--- src/tfs_map.svh ---
`ifndef TFS_MAP_SVH
`define TFS_MAP_SVH
// Clock rate and phase timing
`define TFS_CLOCK_MHZ 50
`define TFS_PHASE_NS 2000
`define TFS_HALF_NS 1000
`define TFS_HALF_CYCLES ((`TFS_HALF_NS * `TFS_CLOCK_MHZ) / 1000)
// Phase numbering
`define TFS_PHASE_COUNT 8
`define TFS_PHASE_FIRST 3'h0
`define TFS_PHASE_FOURTH 3'h3
`define TFS_PHASE_FIFTH 3'h4
`define TFS_PHASE_SIXTH 3'h5
`define TFS_PHASE_LAST 3'h7
// Counter widths and reset values
`define TFS_STEP_WIDTH 8
`define TFS_STEP_RESET 8'h00
`define TFS_INDEX_WIDTH 15
`define TFS_DIV_WIDTH 6
`endif

--- src/tfs_pkg.sv ---
package tfs_pkg;
`include "tfs_map.svh"
   typedef enum logic {tfs_half_first, tfs_half_second} tfs_half_type;
   // Step counter micro-operation commands
   typedef struct packed {
      logic inc;
      logic dec;
   } tfs_step_cmd_type;
   // Phase-hold commands from micro-operations
   typedef struct packed {
      logic set;
      logic clear;
   } tfs_hold_cmd_type;
   // Timing outputs seen by micro-operation logic
   typedef struct packed {
      logic [2:0] timing_phase;
      logic first_pulse;
      logic second_pulse;
      logic first_level;
      logic second_level;
   } tfs_timing_type;
endpackage

--- src/tfs_pulse_timer.sv ---
`timescale 1ns/10ps
`include "tfs_map.svh"
// Divides the clock into alternating half-phase slots of 1 us
module tfs_pulse_timer
   import tfs_pkg::*;
(
   input wire logic clock,
   input wire logic sys_rst,
   output logic slot_tick
);
   typedef struct packed {
      logic [`TFS_DIV_WIDTH-1:0] count;
      logic tick;
   } tfs_div_state_type;
   localparam logic [`TFS_DIV_WIDTH-1:0] last_count = `TFS_DIV_WIDTH'(`TFS_HALF_CYCLES - 1);
   tfs_div_state_type state;
   tfs_div_state_type next_state;

   // Count one half-phase, then pulse
   always_comb begin
      next_state = state;
      next_state.tick = 1'b0;
      if (state.count == last_count) begin
         next_state.count = '0;
         next_state.tick = 1'b1;
      end else begin
         next_state.count = state.count + `TFS_DIV_WIDTH'h01;
      end
   end

   always_ff @(posedge clock) begin
      if (sys_rst) begin
         state <= '0;
      end else begin
         state <= next_state;
      end
   end

   assign slot_tick = state.tick;
endmodule

--- src/tfs_step_counter.sv ---
`timescale 1ns/10ps
`include "tfs_map.svh"
// Up/down step counter, shift count and auxiliary timer
module tfs_step_counter
   import tfs_pkg::*;
(
   input wire logic clock,
   input wire logic sys_rst,
   input wire logic apply,
   input wire logic clear,
   input wire tfs_step_cmd_type cmd,
   output logic [`TFS_STEP_WIDTH-1:0] count
);
   typedef struct packed {
      logic [`TFS_STEP_WIDTH-1:0] value;
   } tfs_step_state_type;
   tfs_step_state_type state;
   tfs_step_state_type next_state;

   // Clear wins over step; inc and dec together cancel
   always_comb begin
      next_state = state;
      if (apply) begin
         if (clear) begin
            next_state.value = `TFS_STEP_RESET;
         end else if (cmd.inc && !cmd.dec) begin
            next_state.value = state.value + `TFS_STEP_WIDTH'h01;
         end else if (cmd.dec && !cmd.inc) begin
            next_state.value = state.value - `TFS_STEP_WIDTH'h01;
         end
      end
   end

   always_ff @(posedge clock) begin
      if (sys_rst) begin
         state <= '0;
      end else begin
         state <= next_state;
      end
   end

   assign count = state.value;
endmodule

--- src/tfs_sequencer.sv ---
`timescale 1ns/10ps
`include "tfs_map.svh"
// Summary of operation
// - Machine cycle has eight timing phases
// - Phase 2 us, half pulses 1 us apart
// - First-half operations precede second-half operations
// - Every first-half pulse followed by second-half
// - Internal phase-hold flag may stretch phases
// - Hold set on second-half repeats next phase
// - Hold set on first-half repeats that phase
// - Hold cleared on second-half: one more repeat
// - Hold cleared on first-half: finish, then advance
// - Step counter increments or decrements by one
// - Step counter cleared in eighth phase
// - Step counter is shift-count control
// - Step counter times held phases
// - Empty phases still take their slot
// - Exit at fourth phase continues fifth
// - After sixth phase, next instruction begins
// - Same-pulse actions happen in parallel
// - Half levels alternate at 500 kHz each
// - Halt flag set stops advancing
// - Nonload flag set on non-read-in start
// - Repeat: sixth phase decrements index, no fetch
module tfs_sequencer
   import tfs_pkg::*;
(
   input wire logic clock,
   input wire logic sys_rst,
   input wire tfs_hold_cmd_type hold_cmd,
   input wire tfs_step_cmd_type step_cmd,
   input wire logic exit_at_fourth,
   input wire logic halt_set,
   input wire logic halt_clear,
   input wire logic start_operation,
   input wire logic start_is_read_in,
   input wire logic repeat_start,
   input wire logic repeat_stop,
   input wire logic [`TFS_INDEX_WIDTH-1:0] repeat_load_value,
   output tfs_timing_type timing,
   output logic phase_hold,
   output logic [`TFS_STEP_WIDTH-1:0] shift_count,
   output logic halted,
   output logic nonload_operation_flag,
   output logic repeat_active_flag,
   output logic [`TFS_INDEX_WIDTH-1:0] repeat_count_index,
   output logic new_instruction
);
   typedef struct packed {
      logic [2:0] phase;
      tfs_half_type half;
      logic hold;
      logic held_extra;
      logic halt;
      logic nonload;
      logic rep;
      logic [`TFS_INDEX_WIDTH-1:0] index;
      logic first_pulse;
      logic second_pulse;
      logic fetch;
   } tfs_seq_state_type;

   tfs_seq_state_type state;
   tfs_seq_state_type next_state;
   logic slot_tick;
   logic step_apply;
   logic step_clear;

   // Next phase with fourth-phase exit folded in
   function automatic logic [2:0] tfs_next_phase(input logic [2:0] ph, input logic exit4);
      if (exit4 && ph <= `TFS_PHASE_FOURTH) begin
         tfs_next_phase = `TFS_PHASE_FIFTH;
      end else begin
         tfs_next_phase = ph + 3'h1;
      end
   endfunction

   tfs_pulse_timer u_timer (
      .clock(clock),
      .sys_rst(sys_rst),
      .slot_tick(slot_tick)
   );

   // Step counter acts on each pulse while not halted, cleared in last phase
   assign step_apply = slot_tick && !state.halt;
   assign step_clear = (state.phase == `TFS_PHASE_LAST) && (state.half == tfs_half_second);

   tfs_step_counter u_step (
      .clock(clock),
      .sys_rst(sys_rst),
      .apply(step_apply),
      .clear(step_clear),
      .cmd(step_cmd),
      .count(shift_count)
   );

   // Sequencer next-state: all same-pulse actions evaluated together
   always_comb begin
      next_state = state;
      next_state.first_pulse = 1'b0;
      next_state.second_pulse = 1'b0;
      next_state.fetch = 1'b0;
      // Halt flag, set wins over clear
      if (halt_set) begin
         next_state.halt = 1'b1;
      end else if (halt_clear) begin
         next_state.halt = 1'b0;
      end
      if (start_operation && !start_is_read_in) begin
         next_state.nonload = 1'b1;
      end
      if (repeat_start) begin
         next_state.rep = 1'b1;
         next_state.index = repeat_load_value;
      end else if (repeat_stop) begin
         next_state.rep = 1'b0;
      end
      if (slot_tick && !state.halt) begin
         if (state.half == tfs_half_first) begin
            // First half ends: second half always follows
            next_state.half = tfs_half_second;
            next_state.second_pulse = 1'b1;
            if (hold_cmd.set) begin
               next_state.hold = 1'b1;
            end else if (hold_cmd.clear) begin
               next_state.hold = 1'b0;
            end
         end else begin
            // Second half ends: decide repeat or advance
            next_state.half = tfs_half_first;
            next_state.first_pulse = 1'b1;
            next_state.held_extra = 1'b0;
            if (hold_cmd.set) begin
               next_state.hold = 1'b1;
               if (!state.hold) begin
                  next_state.phase = tfs_next_phase(state.phase, exit_at_fourth);
               end
            end else if (hold_cmd.clear && state.hold) begin
               next_state.hold = 1'b0;
               next_state.held_extra = 1'b1;
            end else if (state.hold) begin
               next_state.phase = state.phase;
            end else if (state.held_extra) begin
               next_state.phase = tfs_next_phase(state.phase, exit_at_fourth);
            end else begin
               next_state.phase = tfs_next_phase(state.phase, exit_at_fourth);
            end
            // A repeat loaded on this boundary wins: no fetch, no decrement
            if (state.phase == `TFS_PHASE_SIXTH && !state.hold && !repeat_start) begin
               if (state.rep) begin
                  next_state.index = state.index - `TFS_INDEX_WIDTH'h0001;
               end else begin
                  next_state.fetch = 1'b1;
               end
            end
         end
      end
   end

   // Register the whole state
   always_ff @(posedge clock) begin
      if (sys_rst) begin
         state <= '0;
         state.phase <= `TFS_PHASE_FIRST;
         state.half <= tfs_half_first;
      end else begin
         state <= next_state;
      end
   end

   // Timing outputs
   assign timing.timing_phase = state.phase;
   assign timing.first_pulse = state.first_pulse;
   assign timing.second_pulse = state.second_pulse;
   assign timing.first_level = (state.half == tfs_half_first);
   assign timing.second_level = (state.half == tfs_half_second);
   assign phase_hold = state.hold;
   assign halted = state.halt;
   assign nonload_operation_flag = state.nonload;
   assign repeat_active_flag = state.rep;
   assign repeat_count_index = state.index;
   assign new_instruction = state.fetch;
endmodule

--- config.mk ---
export PLATFORM = sky130hd
export DESIGN_NAME = tfs_sequencer
export DESIGN_NICKNAME = d
export VERILOG_FILES = /design/src/tfs_pkg.sv /design/src/tfs_pulse_timer.sv /design/src/tfs_step_counter.sv /design/src/tfs_sequencer.sv
export VERILOG_INCLUDE_DIRS = /design/src /design/src/src
export SDC_FILE = /design/constraint.sdc
export NUM_CORES = 1
export LEC_CHECK = 0
export BUFFER_PORTS_ARGS = -buffer_cell sky130_fd_sc_hd__buf_2
export CELL_PAD_IN_SITES_DETAIL_PLACEMENT = 1
export CELL_PAD_IN_SITES_GLOBAL_PLACEMENT = 1
export CORE_ASPECT_RATIO = 1.5
export CORE_MARGIN = 5
export CORE_UTILIZATION = 35
export CTS_BUF_LIST = sky130_fd_sc_hd__clkbuf_8
export CTS_CLUSTER_SIZE = 12
export DETAILED_ROUTE_END_ITERATION = 7
export PLACE_DENSITY = 0.86
export SYNTH_ARGS = -nofsm -noshare
export SYNTH_HDL_FRONTEND = slang
export SYNTH_SLANG_ARGS = --single-unit
--- constraint.sdc ---
create_clock -name clock -period 2.6 [get_ports clock]
set_input_delay 0.52 -clock clock [delete_from_list [all_inputs] [get_ports clock]]
set_output_delay 0.52 -clock clock [all_outputs]
set_load 0.005 [all_outputs]
Word level (Yosys, flattened, before mapping):

Index checks and enable logic that the tools add are counted.

* output and inout bits: 35
* flip-flop bits (word level): 41
* logic and storage cells: 78
* input port bits: 28

* bitwise gates (word level): 3
* muxes and demuxes: 26
* add/sub/neg operators: 5
* magnitude comparators: 1
* equality and inequality tests: 5
* reduce and logical (&&, ||, !) cells: 25

Operators by type and width (count)
* $mux W15: 3
* $mux W8: 3
* $mux W18: 1
* $mux W16: 1
* $sub A15 B1 Y15 const B: 1
* $mux W1: 12
* $mux W3: 4
* $logic_and A1 B1 Y1: 9
* $add A8 B1 Y8 const B: 1
* $sub A8 B1 Y8 const B: 1
* $add A6 B1 Y6 const B: 1
* $eq A3 B3 Y1 const B: 2
* $eq A6 B6 Y1 const B: 1
* $logic_not A1 Y1: 6
* $reduce_and A3 Y1: 2
* $reduce_bool A3 Y1: 2
* $mux W2: 2
* $reduce_bool A2 Y1: 2
* $reduce_or A2 Y1: 2
* $reduce_or A4 Y1: 1
* $add A3 B1 Y3 const B: 1
* $le A3 B2 Y1 const B: 1
* $ne A3 B2 Y1 const B: 1
* $not A1 Y1: 3
* 2 further kinds: 2

Longest topological paths before layout:

* depth after elaboration: 6
* gate-level depth with buffers: 9
* mapped depth without buffers: 9

Cells and area by module:

From an unflattened synthesis, not the netlist that was laid out.

* cells, all modules: 269
* area total of the unflattened synthesis: 2244.7 um2

By module, submodules not included
* tfs_sequencer: instances 1, cells each 164, area each 1321.3 um2, sequential area each 520.5 um2
* tfs_step_counter: instances 1, cells each 77, area each 643.1 um2, sequential area each 160.2 um2
* tfs_pulse_timer: instances 1, cells each 28, area each 280.3 um2, sequential area each 140.1 um2

Worst setup path before layout:

OpenSTA, ideal clock, no wires.

* path kind: input to register
* from: in step_cmd[0] in the netlist's numbering
* to: reg u_step.state, in the netlist u_step.count[6]
* data arrival time: 1.995 ns
* path slack: 0.476 ns
* stages on the path: 8
* required time: 2.471 ns
* path buffers: 0
* library setup time: 0.129 ns
* cell sequence: nand2b_1 ha_1 nor2b_1 o21ai_0 nand2b_1 a311oi_1 xor2_1 o31ai_1

* word-level cells in the longest chain between the ends: 4
* elaborated cells on any way between the ends: 7
* classes of those cells: 2 x mux; 5 x reduce/logical

Ends and longest elaborated chain
* start, declared: RTL line tfs_sequencer.sv:31 `input wire tfs_step_cmd_type step_cmd,`
* $logic_not A1 Y1: RTL line tfs_step_counter.sv:26 `end else if (cmd.inc && !cmd.dec) begin`
* $logic_and A1 B1 Y1: RTL line tfs_step_counter.sv:26
* $reduce_bool A3 Y1 (no source line) / $mux W8 (equally long branches)
* $reduce_and A2 Y1 (no source line) / $mux W8 (equally long branches)
* end signal, assigned: RTL line tfs_step_counter.sv:38 `state <= next_state;`
* end, declared: RTL line tfs_step_counter.sv:17 `tfs_step_state_type state;`

Parallel ways exist; a longest one is shown, timed or not.
A chain may end at the register's enable or synchronous reset.

Final worst setup path:

Same ends and word-level chain as after synthesis.

==> key figures <==
Run status
  • Status: completed

Placement
  • PortBufs: 62
  • Final HPWL DP: 4649 um
  • Place WS: 0.09592 ns
  • GPL Wtd Cong: 0.8451
  • Inst Count DP: 387

Critical path
  • Startpoint Class: input port
  • Req. time, crit path: 2.81 ns
  • CP Buf/Inv Count: 1
  • CP Capture Type: flip-flop
  • Slowest-stage cell, CP: ha_1
  • Most frequent CP cell: nand2b_1
  • CP top delay family: compound AO/OA/AOI/OAI gates
  • CP peak stage delay: 0.40 ns
  • Crit path cell chain: buf_2 -> nand2b_1 -> ha_1 -> nor2b_1 -> o21ai_0 -> nand2b_1 -> a311oi_1 -> xor2_1 -> o31ai_1
  • Worst Path Arrival: 2.40 ns
  • Crit path max fanout: 9
  • Worst setup path category: in -> reg

Yosys
  • Synth Cell Area: 0.002141 mm2
  • Register area share after synthesis: 0.3834
  • Post-synthesis register bit count: 41
  • EDFF count, synth: 0
  • Avg Inst Size Synth: 8.395 um2
  • Post-synth ARST share: 0
  • Synth cell types: 48
  • Mapped Cells: 255
  • Syn nets: 297
  • Main synth FF type: dfxtp_1
  • Synth warn: 0

GRT
  • Largest net degree at the start of global routing: 28
  • Total grt overflow: 0
  • First-pass GRT wire length: 9763 um
  • Vias in the first global route: 2224
  • Total GRT Usage: 0.1551
  • Initial antenna violation count: 0

Finish
  • Most frequent cells in the layout: 62 x buf_2, 41 x dfxtp_1, 37 x nor2_1
  • Ratio of cells with drive above 1 in the final layout: 0.2492
  • Area growth, synth to finish: 24.61%
  • Nets: 362
  • Commonest non-fill, non-tap cell in the layout: buf_2
  • # diodes: 0
  • Fill cells: 753
  • Final Non-Filler Cells: 395

Power and ir drop
  • Gate power share: 0.116
  • Sequential Power Share: 0.488
  • Leak: 1.178 nW
  • VDD IR max: 0.0002400 V
  • Cell area power density: 514.7 mW/mm2
  • Proportion of power drawn by the clock network: 0.395
  • Sw Ratio: 0.2459
  • Psw: 0.3376 mW
  • Int Pwr: 1.035 mW

Timing
  • Final slew viol count: 0
  • Final Hold Viols: 0
  • Setup TNS: 0 ns
  • RSZ-0062 raised after global routing: no
  • Max Freq: 457.5 MHz
  • Clock Skews: 0.01111 ns
  • Final WS setup: 0.4144 ns
  • Slew margin rel.: 0.6126
  • Fin crit share: 0.8406
  • Tmin final: 2.186 ns
  • Final Setup Violations: 0
  • Worst Max-Slew Pin Slew: 0.5799 ns

Drt
  • DRT iter0 DRCs: 108
  • Routed wire length: 5900 um
  • Antenna-violating nets left: 0
  • Avg WL per Cell: 14.94 um
  • Vias/cell: 5.281
  • # DRC: 0
  • Drt first pass iters: 4
  • DR vias: 2086

Clock tree
  • Clock sink total: 41
  • CTS HTree Levels: 2
  • Post-CTS resize count: 0
  • Insertion delay to the later sink of the worst-skew pair: 0.29 ns
  • Hold buffers post-CTS: 0
  • CTS tree: done
  • Clock Pin Slew Worst Setup and Hold Paths: 0.08 ns
  • CTS buffer count: 5
  • Max clock buf depth: 2
  • Setup bufs post-CTS: 0
  • CTS Root Cell: clkbuf_8

Job
  • Max_cap viols: 0

Floorplan
  • Die Area: 0.007813 mm2
  • Rows: 35
  • Ports: 63
  • Die Height: 105.8 um
  • Initial Util: 0.3542
  • Die X: 73.86 um
  • Placeable Area: 0.006043 mm2

Worst hold path
  • Hold Path Class: in -> reg
[kinds of logic (layout without fill, tap and decap cells)]
logic type,count (synthesis),in the layout,share of synthesized area
simple gates,103,103,0.2507
flops,41,41,0.3834
xor+xnor,11,11,0.04500
compound gates,63,63,0.1917
mux,1,1,0.005260
buf+inv,22,88,0.03857
fa+ha+maj,14,14,0.08533
[synth_stat cells, drive strengths merged (4+ instances only)]
library cell	count	share of area
dfxtp	41	0.38
nor2	37	0.065
a21oi	23	0.054
nand2	16	0.028
ha	13	0.076
inv	13	0.023
nor3	11	0.026
o21ai	11	0.026
clkbuf	8	0.014
a22oi	7	0.025
nor2b	7	0.020
nand2b	6	0.018
xnor2	6	0.025
nor4	5	0.022
xor2	5	0.020
nand3	4	0.0094
or3	4	0.014
[registers in the layout, summed over array words and instances (netlist names)]
name and cells:
repeat_count_index 15, phase_hold 1, u_timer.state 6, repeat_active_flag 1, u_step.count 8, timing 6
new_instruction 1, nonload_operation_flag 1, u_timer.slot_tick 1, halted 1
[final timing paths]
kind | startpoint | endpoint | slack (ns) | depth (start not counted)
worst max-delay path | step_cmd[0] | u_step.count[6] | 0.41 | 9
worst min-delay path | halt_set | halted | 0.44 | 3
worst max register to register | repeat_count_index[5] | repeat_count_index[14] | 0.46 | 6
worst min register to register | nonload_operation_flag | nonload_operation_flag | 0.47 | 2
[metrics by stage]
stage | total power [mW] | instance area, um2 | util | hold slack [ns]
3_5_place_dp | 0.8467 | 2547 | 0.4215 | 0.4578
6_report | 1.373 | 2668 | 0.4414 | 0.4440
3_3_place_gp | 0.8406 | 2547 | 0.4215 | 0.4444
2_1_floorplan | 0.7751 | 2141 | - | 0.4334
5_1_grt | 1.438 | 2668 | 0.4414 | 0.4416
4_1_cts | 1.390 | 2668 | 0.4414 | 0.4396
[metal layers]
metal  vias up  GRT usage  routed length (um)
met5         -          0                   0
met3         5    0.02958                 268
met1      1002     0.1591                2348
li1       1035          -                   -
met2        44     0.2989                3225
met4         0    0.05052                  58
[layout make-up]
class                      instances  area [um2]  share of cell area
multi-input combinational        192        1237              0.4639
tap                               74       92.59             0.03471
inverter                          13       48.80             0.01829
sequential                        41       820.8              0.3077
clock buffer                       6       82.58             0.03096
clock inverter                     2       37.54             0.01407
timing repair buffer              67       347.8              0.1304
[power by group through the flow]
stage | sequential, mW | combinational (mW) | clock [mW]
floorplan | 0.681 | 0.0939 | 0
global placement | 0.684 | 0.157 | 0
detailed placement | 0.685 | 0.162 | 0
CTS | 0.670 | 0.163 | 0.558
global route | 0.674 | 0.178 | 0.586
finish | 0.670 | 0.160 | 0.543
[worst register-to-register path: stages (launching register included)]
cell and delay [ns]:
dfxtp_1 0.36, or3_4 0.44, nor4_4 0.25, or4b_1 0.50, a21o_1 0.21, a221oi_2 0.22, nor2_1 0.06
No activity file was read; power rests on OpenSTA's default activity.
